--- src/verilog/scd_pkg.sv ---
// Purpose: Shared constants, types and decode helpers for the command decoder
// Assumes: 100 MHz ref_clk; tone inputs are demodulated levels, one per tone
// Notes: Long counts are overridable through top-level parameters
package scd_pkg;

  localparam int NUM_TONES = 7;
  localparam int NUM_CHARS = 21;
  localparam int ADDR_LEN = 9;
  localparam int FUNC_LEN = 2;
  localparam int NUM_CMDS = 4;
  localparam int MSG_LEN = ADDR_LEN + FUNC_LEN;

  // Command slots in the plug's function table
  localparam int CMD_ARM = 0;
  localparam int CMD_DISP = 1;
  localparam int CMD_PWR = 2;
  localparam int CMD_SAFE = 3;

  // Word positions within a message
  localparam logic [3:0] POS_FIRST = 4'h0;
  localparam logic [3:0] POS_LAST_ADDR = 4'h8;
  localparam logic [3:0] POS_FUNC0 = 4'h9;
  localparam logic [3:0] POS_FUNC1 = 4'ha;

  // Timing in milliseconds and seconds, and derived cycle counts
  localparam int CLK_HZ = 100_000_000;
  localparam real CHAR_SLOT_MS = 8.6;
  localparam real LAST_SLOT_MS = 25.71;
  localparam real MSG_MS = 111.43;
  localparam real DISP_DELAY_S = 4.0;
  localparam int SLOT_TIMEOUT_MS = 30;
  localparam int FIRE_PULSE_MS = 1;
  localparam int SLOT_TIMEOUT_CYC = SLOT_TIMEOUT_MS * (CLK_HZ / 1000);
  localparam int FIRE_PULSE_CYC = FIRE_PULSE_MS * (CLK_HZ / 1000);

  // Reset values
  localparam logic [3:0] POS_RST = 4'h0;
  localparam logic POWER_ON_RST = 1'b1;

  typedef logic [4:0] scd_char_t;

  // Code plug: nine address characters in order, two per command
  typedef struct packed {
    scd_char_t [ADDR_LEN-1:0] addr;
    scd_char_t [NUM_CMDS-1:0][FUNC_LEN-1:0] func;
  } scd_plug_t;

  typedef struct packed {
    logic arm_cutoff;
    logic fire_trigger;
    logic internal_power;
    logic power_on;
    logic safed;
  } scd_out_t;

  // Two tones at once form one of 21 characters; bit 5 flags validity
  function automatic logic [5:0] scd_decode_tones(input logic [NUM_TONES-1:0] t);
    logic [4:0] k;
    logic [5:0] r;
    int n;
    k = 5'h00;
    r = 6'h00;
    n = 0;
    for (int i = 0; i < NUM_TONES; i++)
    begin
      n = n + int'(t[i]);
    end
    for (int i = 0; i < NUM_TONES; i++)
    begin
      for (int j = i + 1; j < NUM_TONES; j++)
      begin
        if (t[i] && t[j] && n == 2)
        begin
          r = {1'b1, k};
        end
        k = k + 5'h01;
      end
    end
    return r;
  endfunction

  // True when the character is one of the nine the plug uses
  function automatic logic scd_in_code(input scd_plug_t p, input scd_char_t c);
    logic hit;
    hit = 1'b0;
    for (int i = 0; i < ADDR_LEN; i++)
    begin
      if (p.addr[i] == c)
      begin
        hit = 1'b1;
      end
    end
    return hit;
  endfunction

endpackage

--- src/verilog/scd_sync3.sv ---
// Purpose: Three-stage input synchroniser with agreement filter
// Assumes: Inputs are asynchronous to ref_clk
// Notes: Output moves only when stages two and three agree
`timescale 1ns/1ps
`default_nettype none
module scd_sync3 #(
  parameter int W = 1
) (
  // Clock and reset
  input wire logic ref_clk,
  input wire logic srst,
  // Data
  input wire logic [W-1:0] d,
  output logic [W-1:0] q
);

  logic [W-1:0] s1_r;
  logic [W-1:0] s2_r;
  logic [W-1:0] s3_r;

  always_ff @(posedge ref_clk)
  begin
    if (srst)
    begin
      s1_r <= '0;
      s2_r <= '0;
      s3_r <= '0;
    end
    else
    begin
      s1_r <= d;
      s2_r <= s1_r;
      s3_r <= s2_r;
    end
  end

  always_ff @(posedge ref_clk)
  begin
    if (srst)
    begin
      q <= '0;
    end
    else
    begin
      for (int i = 0; i < W; i++)
      begin
        if (s2_r[i] == s3_r[i])
        begin
          q[i] <= s3_r[i];
        end
      end
    end
  end

endmodule
`default_nettype wire

--- src/verilog/scd_pulse_timer.sv ---
// Purpose: Fixed-length pulse stretcher for the discharge trigger
// Assumes: start is a one-cycle pulse on ref_clk
// Notes: A start during a pulse restarts it
`timescale 1ns/1ps
`default_nettype none
module scd_pulse_timer #(
  parameter int unsigned LEN_CYC = 1
) (
  // Clock and reset
  input wire logic ref_clk,
  input wire logic srst,
  // Control
  input wire logic start,
  output logic active
);

  logic [31:0] cnt_r;

  always_ff @(posedge ref_clk)
  begin
    if (srst)
    begin
      cnt_r <= 32'h0;
    end
    else if (start)
    begin
      cnt_r <= LEN_CYC;
    end
    else if (cnt_r != 32'h0)
    begin
      cnt_r <= cnt_r - 32'h1;
    end
  end

  assign active = (cnt_r != 32'h0);

endmodule
`default_nettype wire

--- src/verilog/scd_decoder_ctrl.sv ---
// Purpose: Secure command decoder and controller for the tank_rupture_system
// Assumes: Tones come from the command_radio_receiver; plug is static
// Notes: Safing is permanent until srst; no-safing strap disables it
`timescale 1ns/1ps
`default_nettype none
// How it works
// - Character is two of seven tones
// - Message is nine address, two function characters
// - Function word only after full correct address
// - No character repeats within one word
// - Code plug sets the accepted message
// - Any unused character rejects the message
// - Out-of-order correct character rejects the message
// - Slot timing up to 25.71 ms accepted
// - First command latches arm and engine cutoff
// - Dispersion command fires discharge trigger pulse once armed
// - Trigger passes only with inhibit released
// - Power-transfer command latches internal power
// - Safe command returns power to external
// - Once safed, no command is accepted
// - No-safing strap makes safe command inert
// - Power-on status asserted from reset until safed
module scd_decoder_ctrl #(
  parameter int unsigned SLOT_TIMEOUT_CYC = scd_pkg::SLOT_TIMEOUT_CYC,
  parameter int unsigned FIRE_PULSE_CYC = scd_pkg::FIRE_PULSE_CYC
) (
  // Clock and reset
  input wire logic ref_clk,
  input wire logic srst,
  // Receiver tone levels and code plug
  input wire logic [scd_pkg::NUM_TONES-1:0] tones,
  input wire scd_pkg::scd_plug_t plug,
  // Interlock pins
  input wire logic dispersion_inhibit,
  input wire logic no_safing,
  // Actions toward detonator_firing_unit, cutoff and relays
  output scd_pkg::scd_out_t actions,
  // Decoder status
  output logic msg_reject,
  output logic [scd_pkg::NUM_CMDS-1:0] cmd_hit
);

  typedef enum logic [2:0] {
    ST_HUNT = 3'b001,
    ST_ADDR = 3'b010,
    ST_FUNC = 3'b100
  } scd_state_t;

  scd_state_t state_r;
  logic [3:0] pos_r;
  logic [scd_pkg::NUM_CMDS-1:0] cand_r;
  scd_pkg::scd_char_t first_fc_r;
  logic [31:0] slot_cnt_r;
  logic any_prev_r;
  logic reject_r;
  logic [scd_pkg::NUM_CMDS-1:0] hit_r;
  logic arm_r;
  logic internal_r;
  logic safed_r;
  logic power_on_r;
  logic fire_r;

  logic [scd_pkg::NUM_TONES+1:0] pins_s;
  logic [scd_pkg::NUM_TONES-1:0] tones_s;
  logic inhibit_s;
  logic no_safe_s;
  logic [5:0] dec;
  logic ch_valid;
  scd_pkg::scd_char_t ch;
  logic ch_any;
  logic onset;
  logic ch_in_code;
  logic timeout;
  logic fire_active;
  logic [scd_pkg::NUM_CMDS-1:0] cand0;
  logic [scd_pkg::NUM_CMDS-1:0] cand1;

  scd_sync3 #(
    .W(scd_pkg::NUM_TONES + 2)
  ) u_sync (
    .ref_clk(ref_clk),
    .srst(srst),
    .d({no_safing, dispersion_inhibit, tones}),
    .q(pins_s)
  );

  assign tones_s = pins_s[scd_pkg::NUM_TONES-1:0];
  assign inhibit_s = pins_s[scd_pkg::NUM_TONES];
  assign no_safe_s = pins_s[scd_pkg::NUM_TONES+1];

  assign dec = scd_pkg::scd_decode_tones(tones_s);
  assign ch_valid = dec[5];
  assign ch = dec[4:0];
  assign ch_any = |tones_s;
  // A character counts once, on the edge out of dead time
  assign onset = ch_any && !any_prev_r;
  assign ch_in_code = ch_valid && scd_pkg::scd_in_code(plug, ch);
  // Slot reaching SLOT_TIMEOUT_CYC cycles (30 ms, above the longest legal slot) abandons the message
  assign timeout = (state_r != ST_HUNT) && (slot_cnt_r >= SLOT_TIMEOUT_CYC - 1);

  always_comb
  begin
    cand0 = '0;
    cand1 = '0;
    for (int k = 0; k < scd_pkg::NUM_CMDS; k++)
    begin
      cand0[k] = (plug.func[k][0] == ch);
      cand1[k] = cand_r[k] && (plug.func[k][1] == ch);
    end
  end

  always_ff @(posedge ref_clk)
  begin
    if (srst)
    begin
      any_prev_r <= 1'b0;
    end
    else
    begin
      any_prev_r <= ch_any;
    end
  end

  always_ff @(posedge ref_clk)
  begin
    if (srst || state_r == ST_HUNT || onset)
    begin
      slot_cnt_r <= 32'h0;
    end
    else
    begin
      slot_cnt_r <= slot_cnt_r + 32'h1;
    end
  end

  // Message sequencer
  always_ff @(posedge ref_clk)
  begin
    if (srst)
    begin
      state_r <= ST_HUNT;
      pos_r <= scd_pkg::POS_RST;
      cand_r <= '0;
      first_fc_r <= '0;
      reject_r <= 1'b0;
      hit_r <= '0;
    end
    else
    begin
      reject_r <= 1'b0;
      hit_r <= '0;
      if (safed_r)
      begin
        state_r <= ST_HUNT;
        pos_r <= scd_pkg::POS_RST;
      end
      else if (timeout)
      begin
        state_r <= ST_HUNT;
        pos_r <= scd_pkg::POS_RST;
      end
      else if (onset)
      begin
        unique case (state_r)
          ST_HUNT:
          begin
            if (ch_valid && ch == plug.addr[0])
            begin
              state_r <= ST_ADDR;
              pos_r <= scd_pkg::POS_FIRST + 4'h1;
            end
          end
          ST_ADDR:
          begin
            if (!ch_in_code || ch != plug.addr[pos_r])
            begin
              reject_r <= 1'b1;
              state_r <= ST_HUNT;
              pos_r <= scd_pkg::POS_RST;
            end
            else if (pos_r == scd_pkg::POS_LAST_ADDR)
            begin
              state_r <= ST_FUNC;
              pos_r <= scd_pkg::POS_FUNC0;
            end
            else
            begin
              pos_r <= pos_r + 4'h1;
            end
          end
          ST_FUNC:
          begin
            if (!ch_in_code)
            begin
              reject_r <= 1'b1;
              state_r <= ST_HUNT;
              pos_r <= scd_pkg::POS_RST;
            end
            else if (pos_r == scd_pkg::POS_FUNC0)
            begin
              if (cand0 == '0)
              begin
                reject_r <= 1'b1;
                state_r <= ST_HUNT;
                pos_r <= scd_pkg::POS_RST;
              end
              else
              begin
                cand_r <= cand0;
                first_fc_r <= ch;
                pos_r <= scd_pkg::POS_FUNC1;
              end
            end
            else
            begin
              if (ch == first_fc_r || cand1 == '0)
              begin
                reject_r <= 1'b1;
              end
              else
              begin
                hit_r <= cand1;
              end
              state_r <= ST_HUNT;
              pos_r <= scd_pkg::POS_RST;
            end
          end
        endcase
      end
    end
  end

  // Arm and cutoff latch; only reset clears it
  always_ff @(posedge ref_clk)
  begin
    if (srst)
    begin
      arm_r <= 1'b0;
    end
    else if (hit_r[scd_pkg::CMD_ARM])
    begin
      arm_r <= 1'b1;
    end
  end

  // Power relay and safing; the safe term outranks transfer
  always_ff @(posedge ref_clk)
  begin
    if (srst)
    begin
      internal_r <= 1'b0;
      safed_r <= 1'b0;
      power_on_r <= scd_pkg::POWER_ON_RST;
    end
    else if (hit_r[scd_pkg::CMD_SAFE] && !no_safe_s)
    begin
      internal_r <= 1'b0;
      safed_r <= 1'b1;
      power_on_r <= 1'b0;
    end
    else if (hit_r[scd_pkg::CMD_PWR])
    begin
      internal_r <= 1'b1;
    end
  end

  // Discharge only makes sense once the charge circuit is armed
  scd_pulse_timer #(
    .LEN_CYC(FIRE_PULSE_CYC)
  ) u_fire (
    .ref_clk(ref_clk),
    .srst(srst),
    .start(hit_r[scd_pkg::CMD_DISP] && arm_r),
    .active(fire_active)
  );

  always_ff @(posedge ref_clk)
  begin
    if (srst)
    begin
      fire_r <= 1'b0;
    end
    else
    begin
      fire_r <= fire_active && !inhibit_s;
    end
  end

  assign actions.arm_cutoff = arm_r;
  assign actions.fire_trigger = fire_r;
  assign actions.internal_power = internal_r;
  assign actions.power_on = power_on_r;
  assign actions.safed = safed_r;
  assign msg_reject = reject_r;
  assign cmd_hit = hit_r;

  property p_arm_hold;
    @(posedge ref_clk) disable iff (srst) arm_r |=> arm_r;
  endproperty
  a_arm_hold: assert property (p_arm_hold) else $error("arm latch dropped");

  property p_hit_after_func;
    @(posedge ref_clk) disable iff (srst)
      (hit_r != '0) |-> $past(state_r == ST_FUNC && pos_r == scd_pkg::POS_FUNC1);
  endproperty
  a_hit_after_func: assert property (p_hit_after_func) else $error("command without address");

  property p_unused_rejects;
    @(posedge ref_clk) disable iff (srst)
      (onset && state_r != ST_HUNT && !ch_in_code && !safed_r && !timeout)
        |=> msg_reject && state_r == ST_HUNT;
  endproperty
  a_unused_rejects: assert property (p_unused_rejects) else $error("unused char accepted");

  property p_order_rejects;
    @(posedge ref_clk) disable iff (srst)
      (onset && state_r == ST_ADDR && ch_in_code && ch != plug.addr[pos_r] && !safed_r
        && !timeout) |=> msg_reject ##1 !msg_reject;
  endproperty
  a_order_rejects: assert property (p_order_rejects) else $error("order error missed");

  property p_fire_gated;
    @(posedge ref_clk) disable iff (srst) fire_r |-> $past(!inhibit_s);
  endproperty
  a_fire_gated: assert property (p_fire_gated) else $error("fired under inhibit");

  property p_fire_starts;
    @(posedge ref_clk) disable iff (srst)
      (hit_r[scd_pkg::CMD_DISP] && arm_r) ##1 !inhibit_s |=> fire_r;
  endproperty
  a_fire_starts: assert property (p_fire_starts) else $error("trigger not issued");

  property p_safed_dead;
    @(posedge ref_clk) disable iff (srst)
      safed_r |=> safed_r && hit_r == '0 && state_r == ST_HUNT;
  endproperty
  a_safed_dead: assert property (p_safed_dead) else $error("safed system active");

  property p_safe_power;
    @(posedge ref_clk) disable iff (srst)
      hit_r[scd_pkg::CMD_SAFE] && !no_safe_s |=> !internal_r && !power_on_r;
  endproperty
  a_safe_power: assert property (p_safe_power) else $error("safe left power");

  property p_no_safing;
    @(posedge ref_clk) disable iff (srst)
      hit_r[scd_pkg::CMD_SAFE] && no_safe_s && !safed_r |=> !safed_r && power_on_r;
  endproperty
  a_no_safing: assert property (p_no_safing) else $error("safe acted when strapped");

  property p_power_xfer;
    @(posedge ref_clk) disable iff (srst)
      hit_r[scd_pkg::CMD_PWR] && !hit_r[scd_pkg::CMD_SAFE] |=> internal_r;
  endproperty
  a_power_xfer: assert property (p_power_xfer) else $error("transfer not latched");

  property p_power_on;
    @(posedge ref_clk) disable iff (srst) !safed_r |-> power_on_r;
  endproperty
  a_power_on: assert property (p_power_on) else $error("power-on status low");

  property p_timeout;
    @(posedge ref_clk) disable iff (srst)
      timeout && !safed_r |=> state_r == ST_HUNT && pos_r == scd_pkg::POS_RST;
  endproperty
  a_timeout: assert property (p_timeout) else $error("timeout kept progress");

  c_arm: cover property (@(posedge ref_clk) disable iff (srst) $rose(arm_r));
  c_fire: cover property (@(posedge ref_clk) disable iff (srst) $rose(fire_r));
  c_safe: cover property (@(posedge ref_clk) disable iff (srst) $rose(safed_r));
  c_reject: cover property (@(posedge ref_clk) disable iff (srst) msg_reject);

endmodule
`default_nettype wire

--- config.mk ---
export PLATFORM = sky130hd
export DESIGN_NAME = scd_decoder_ctrl
export DESIGN_NICKNAME = d
export VERILOG_FILES = /design/src/verilog/scd_pkg.sv /design/src/verilog/scd_sync3.sv /design/src/verilog/scd_pulse_timer.sv /design/src/verilog/scd_decoder_ctrl.sv
export SDC_FILE = /design/constraint.sdc
export NUM_CORES = 1
export LEC_CHECK = 0
export BUFFER_PORTS_ARGS = -buffer_cell sky130_fd_sc_hd__buf_2
export CORE_MARGIN = 2
export CORE_UTILIZATION = 60
export DETAILED_ROUTE_END_ITERATION = 12
export MAX_ROUTING_LAYER = met4
export PLACE_DENSITY = 0.86
export SLEW_MARGIN = 20
export SYNTH_ARGS = -nofsm -noshare
export SYNTH_HDL_FRONTEND = slang
export SYNTH_SLANG_ARGS = --single-unit
export TNS_END_PERCENT = 30
--- constraint.sdc ---
create_clock -name ref_clk -period 8.5 [get_ports ref_clk]
set_input_delay 1.7 -clock ref_clk [delete_from_list [all_inputs] [get_ports ref_clk]]
set_output_delay 1.7 -clock ref_clk [all_outputs]
set_load 0.03 [all_outputs]
==> impl_metrics.toml <==
[run_status]
outcome = "complete, no violations"

[critical_path]
crit_arrival_ps = 6740
cp-end-kind = "flop"
most_repeated_library_cell_on_the_critical_path = "fa_1"
worst_ep_required_time_ps = 8820
critical-path-max-stage-delay_ps = 870
worstSetupStartpointType = "flop"
crit_type = "reg2reg"
cp_cell_sequence = "inv_2 > fa_1 > fa_1 > inv_1 > fa_1 > inv_1 > fa_1 > or3b_1 > nor2_1 > o32ai_1 > nand4_1 > nand4_1 > o31ai_2 > o21ai_1 > o31ai_1"
timing.critical_path.fanout_max = 24
critPathSlowestCell = "nor2_1"

[grt]
number_of_antenna_violations_at_the_first_check_in_global_routing = 0
grt_first_pass_wirelength_um = 31100
grt-ovfl-total = 0
grt.total_usage_pct = 29.9
first_global_vias = 6702
largest_net_degree_at_the_start_of_global_routing = 63

[clock_network]
cts_htree_levels = 4
cts_resized = 0
ctsHoldBuffers = 0
cts_inserted_buffers = 17
cts_setup_buffers = 0
cts_buffer_depth = 2
cts.sinks = 127
cts.reportedPaths.clkPinSlew_ps = 50
clkLatencyLatePin_ps = 410
cts.root.buffer_cell = "clkbuf_16"
tritoncts = "built"

[drt]
routed_wirelength_um = 19000
via_count = 7150
drtAntennaViolNets = 0
drc_errors = 0
detail_route.vias_per_cell = 6.18
route.detailed.wl_per_inst_um = 16.4
detail_route.iter0.violations = 761
drt_first_pass_iters = 5

[worst_hold_path]
timing.hold.worst.class = "reg2reg"

[synth]
synthesis.instances = 900
postSynthRegisterBits = 127
async_reset_ff_share_pct = 0
dominantRegCellSynth = "dfxtp_1"
syn_nets = 1008
synthesis.area_per_instance_sq_um = 8.33
yosysSeqAreaShare_pct = 33.9
post_synth_edffs = 0
post_synth_num_cell_types = 84
syn_area_sq_um = 7490
yosysWarnings = 0

[floorplanning]
pin_count = 106
die-height_um = 116
fp.dieW_um = 116
core_area_sq_um = 12100
row_count = 40
floorplan.initialDensity_pct = 61.9
floorplan.die_area_sq_um = 13400

[cells_and_area]
share_of_layout_cells_above_drive_strength_1_pct = 17.0
final_core_util_pct = 70.9
final_nets = 1086
final.fill_count = 981
num_antenna_cells = 0
area_growth_syn_to_layout_pct = 14.6

[sta]
worst_pin_slew_ps = 1030
slew_viol_final = 0
final.setup_skew_ps = 5.81
rsz_0062_raised_after_global_routing = "false"
maxSlewHeadroom_pct = 31.6
layout_worst_path_cycle_share_pct = 75.5
achievable-frequency_mhz = 156
timing.final.crit_period_ps = 6420
hold_fails_final_rpt = 0
finalSetupViolations = 0
timing.hold.ws_ps = 436
totalNegativeSetupSlack_ps = 0

[power_and_ir_drop]
internal_power_mw = 1.34
seq_power_share_pct = 39.1
p_clk_share_pct = 38.1
combinationalPowerShare_pct = 22.9
power_per_cell_area_nw_per_um2 = 220
irDropWorstVdd_mv = 0.272
finalPower_mw = 1.89
p_sw_share_pct = 29.3
power.switching_mw = 0.553
leakage_nw = 3.13

[place]
gp_congestion = 1.01
io_buffer_count = 105
place.detailed.hpwl_um = 13300

[run]
cap_violations = 0
cells by family after synthesis:
logic type                 count (synthesis)  synth area share [%]
and+or+nand+nor                          364                  25.5
AOI/OAI and AO/OA                        205                  18.2
DFF                                      127                  33.9
xor gates and xnor gates                  98                  11.5
buffers and inverters                     76                  4.79
muxes                                     17                  3.64
adders and majority gates                 13                  2.54
critical path, delay by kind of cell, from the launching register on:
family | cells | cell delay, ps
fa+ha+maj | 4 | 1780
simple gates | 4 | 2010
flops | 1 | 810
buf+inv | 3 | 260
compound gates | 4 | 1450
sequential cells by signal (all words and copies together) (netlist names):
| register | cells |
|---|---|
| fire_r | 1 |
| pos_r | 4 |
| first_fc_r | 5 |
| any_prev_r | 1 |
| power_on_r | 1 |
| u_fire.cnt_r | 32 |
| arm_r | 1 |
| u_sync.s3_r | 9 |
| u_sync.s2_r | 9 |
| cmd_hit | 4 |
| cand_r | 4 |
| u_sync.q | 9 |
| state_r | 3 |
| u_sync.s1_r | 9 |
| msg_reject | 1 |
| safed_r | 1 |
| slot_cnt_r | 32 |
| internal_r | 1 |
final timing paths:
| path | from | to | slack (ps) | cells past startpoint |
|---|---|---|---|---|
| min reg2reg | u_sync.s1_r[5] | u_sync.s2_r[5] | 440 | 1 |
| max reg2reg | u_sync.q[3] | state_r[0] | 2080 | 15 |
| min | u_sync.s1_r[5] | u_sync.s2_r[5] | 440 | 1 |
| max | u_sync.q[3] | state_r[0] | 2080 | 15 |
cells in the mapped netlist (8+ instances only):
cell type / n / area [sq um]
dfxtp_1: 127 / 2540
or3_1: 14 / 87.6
xnor2_1: 40 / 350
nor3b_1: 10 / 75.1
a31oi_1: 10 / 62.6
nand3_1: 31 / 155
buf_2: 13 / 65.1
nor4_1: 14 / 87.6
inv_1: 23 / 86.3
nand2_1: 62 / 233
a21oi_1: 59 / 295
nor3_1: 29 / 145
and2_1: 8 / 50.1
mux4_2: 8 / 180
buf_4: 9 / 67.6
nor2b_1: 30 / 188
ha_1: 8 / 100
xor2_1: 58 / 508
nor2_1: 99 / 372
clkbuf_1: 26 / 97.6
o32ai_1: 8 / 70.1
nand4_1: 20 / 125
o21ai_0: 47 / 235
layout make-up:
class	instances	area, sq um	area share (%)
Inverter	24	90.1	1.05
Sequential cell	127	2540	29.6
Tap cell	168	210	2.45
Multi-Input combinational cell	697	4600	53.5
Timing Repair Buffer	111	571	6.64
Clock inverter	6	109	1.27
Clock buffer	24	472	5.49
placed cells by master (no fill, tap or decap), types with 17 or more instances in the layout:
master / netlist / final
a21oi_1: 59 / 59
buf_2: 13 / 105
clkbuf_16: 0 / 17
dfxtp_1: 127 / 127
inv_1: 23 / 23
nand2_1: 62 / 62
nand3_1: 31 / 31
nand4_1: 20 / 20
nor2_1: 99 / 99
nor2b_1: 30 / 30
nor3_1: 29 / 29
o21ai_0: 47 / 47
xnor2_1: 40 / 40
xor2_1: 58 / 58
stage by stage:
stage | worst slack [ps] | cell area (sq um) | instances
after global placement | 2150 | 8010 | 1127
after floorplan | 3310 | 7490 | 900
after CTS | 1900 | 8590 | 1157
final | 2080 | 8590 | 1157
after global routing | 1720 | 8590 | 1157
after detailed placement | 1940 | 8010 | 1127
metal layers:
metal  global-route usage (%)  share of wire, %  vias to the layer above
li1                         -                 -                     3398
met1                     37.5                43                     3329
met2                     47.4                47                      368
met3                     5.91               8.1                       55
met4                     12.2               2.7                        0
met5                        -                 0                        -
power by group through the flow:
stage          logic [mW]  registers (mW)  clock network, mW
4_1_cts             0.430           0.737              0.726
3_5_place_dp        0.425           0.747                  0
3_3_place_gp        0.411           0.743                  0
2_1_floorplan       0.337           0.731                  0
6_report            0.433           0.738              0.720
5_1_grt             0.486           0.748              0.752
(Power assumes the default switching activity.)
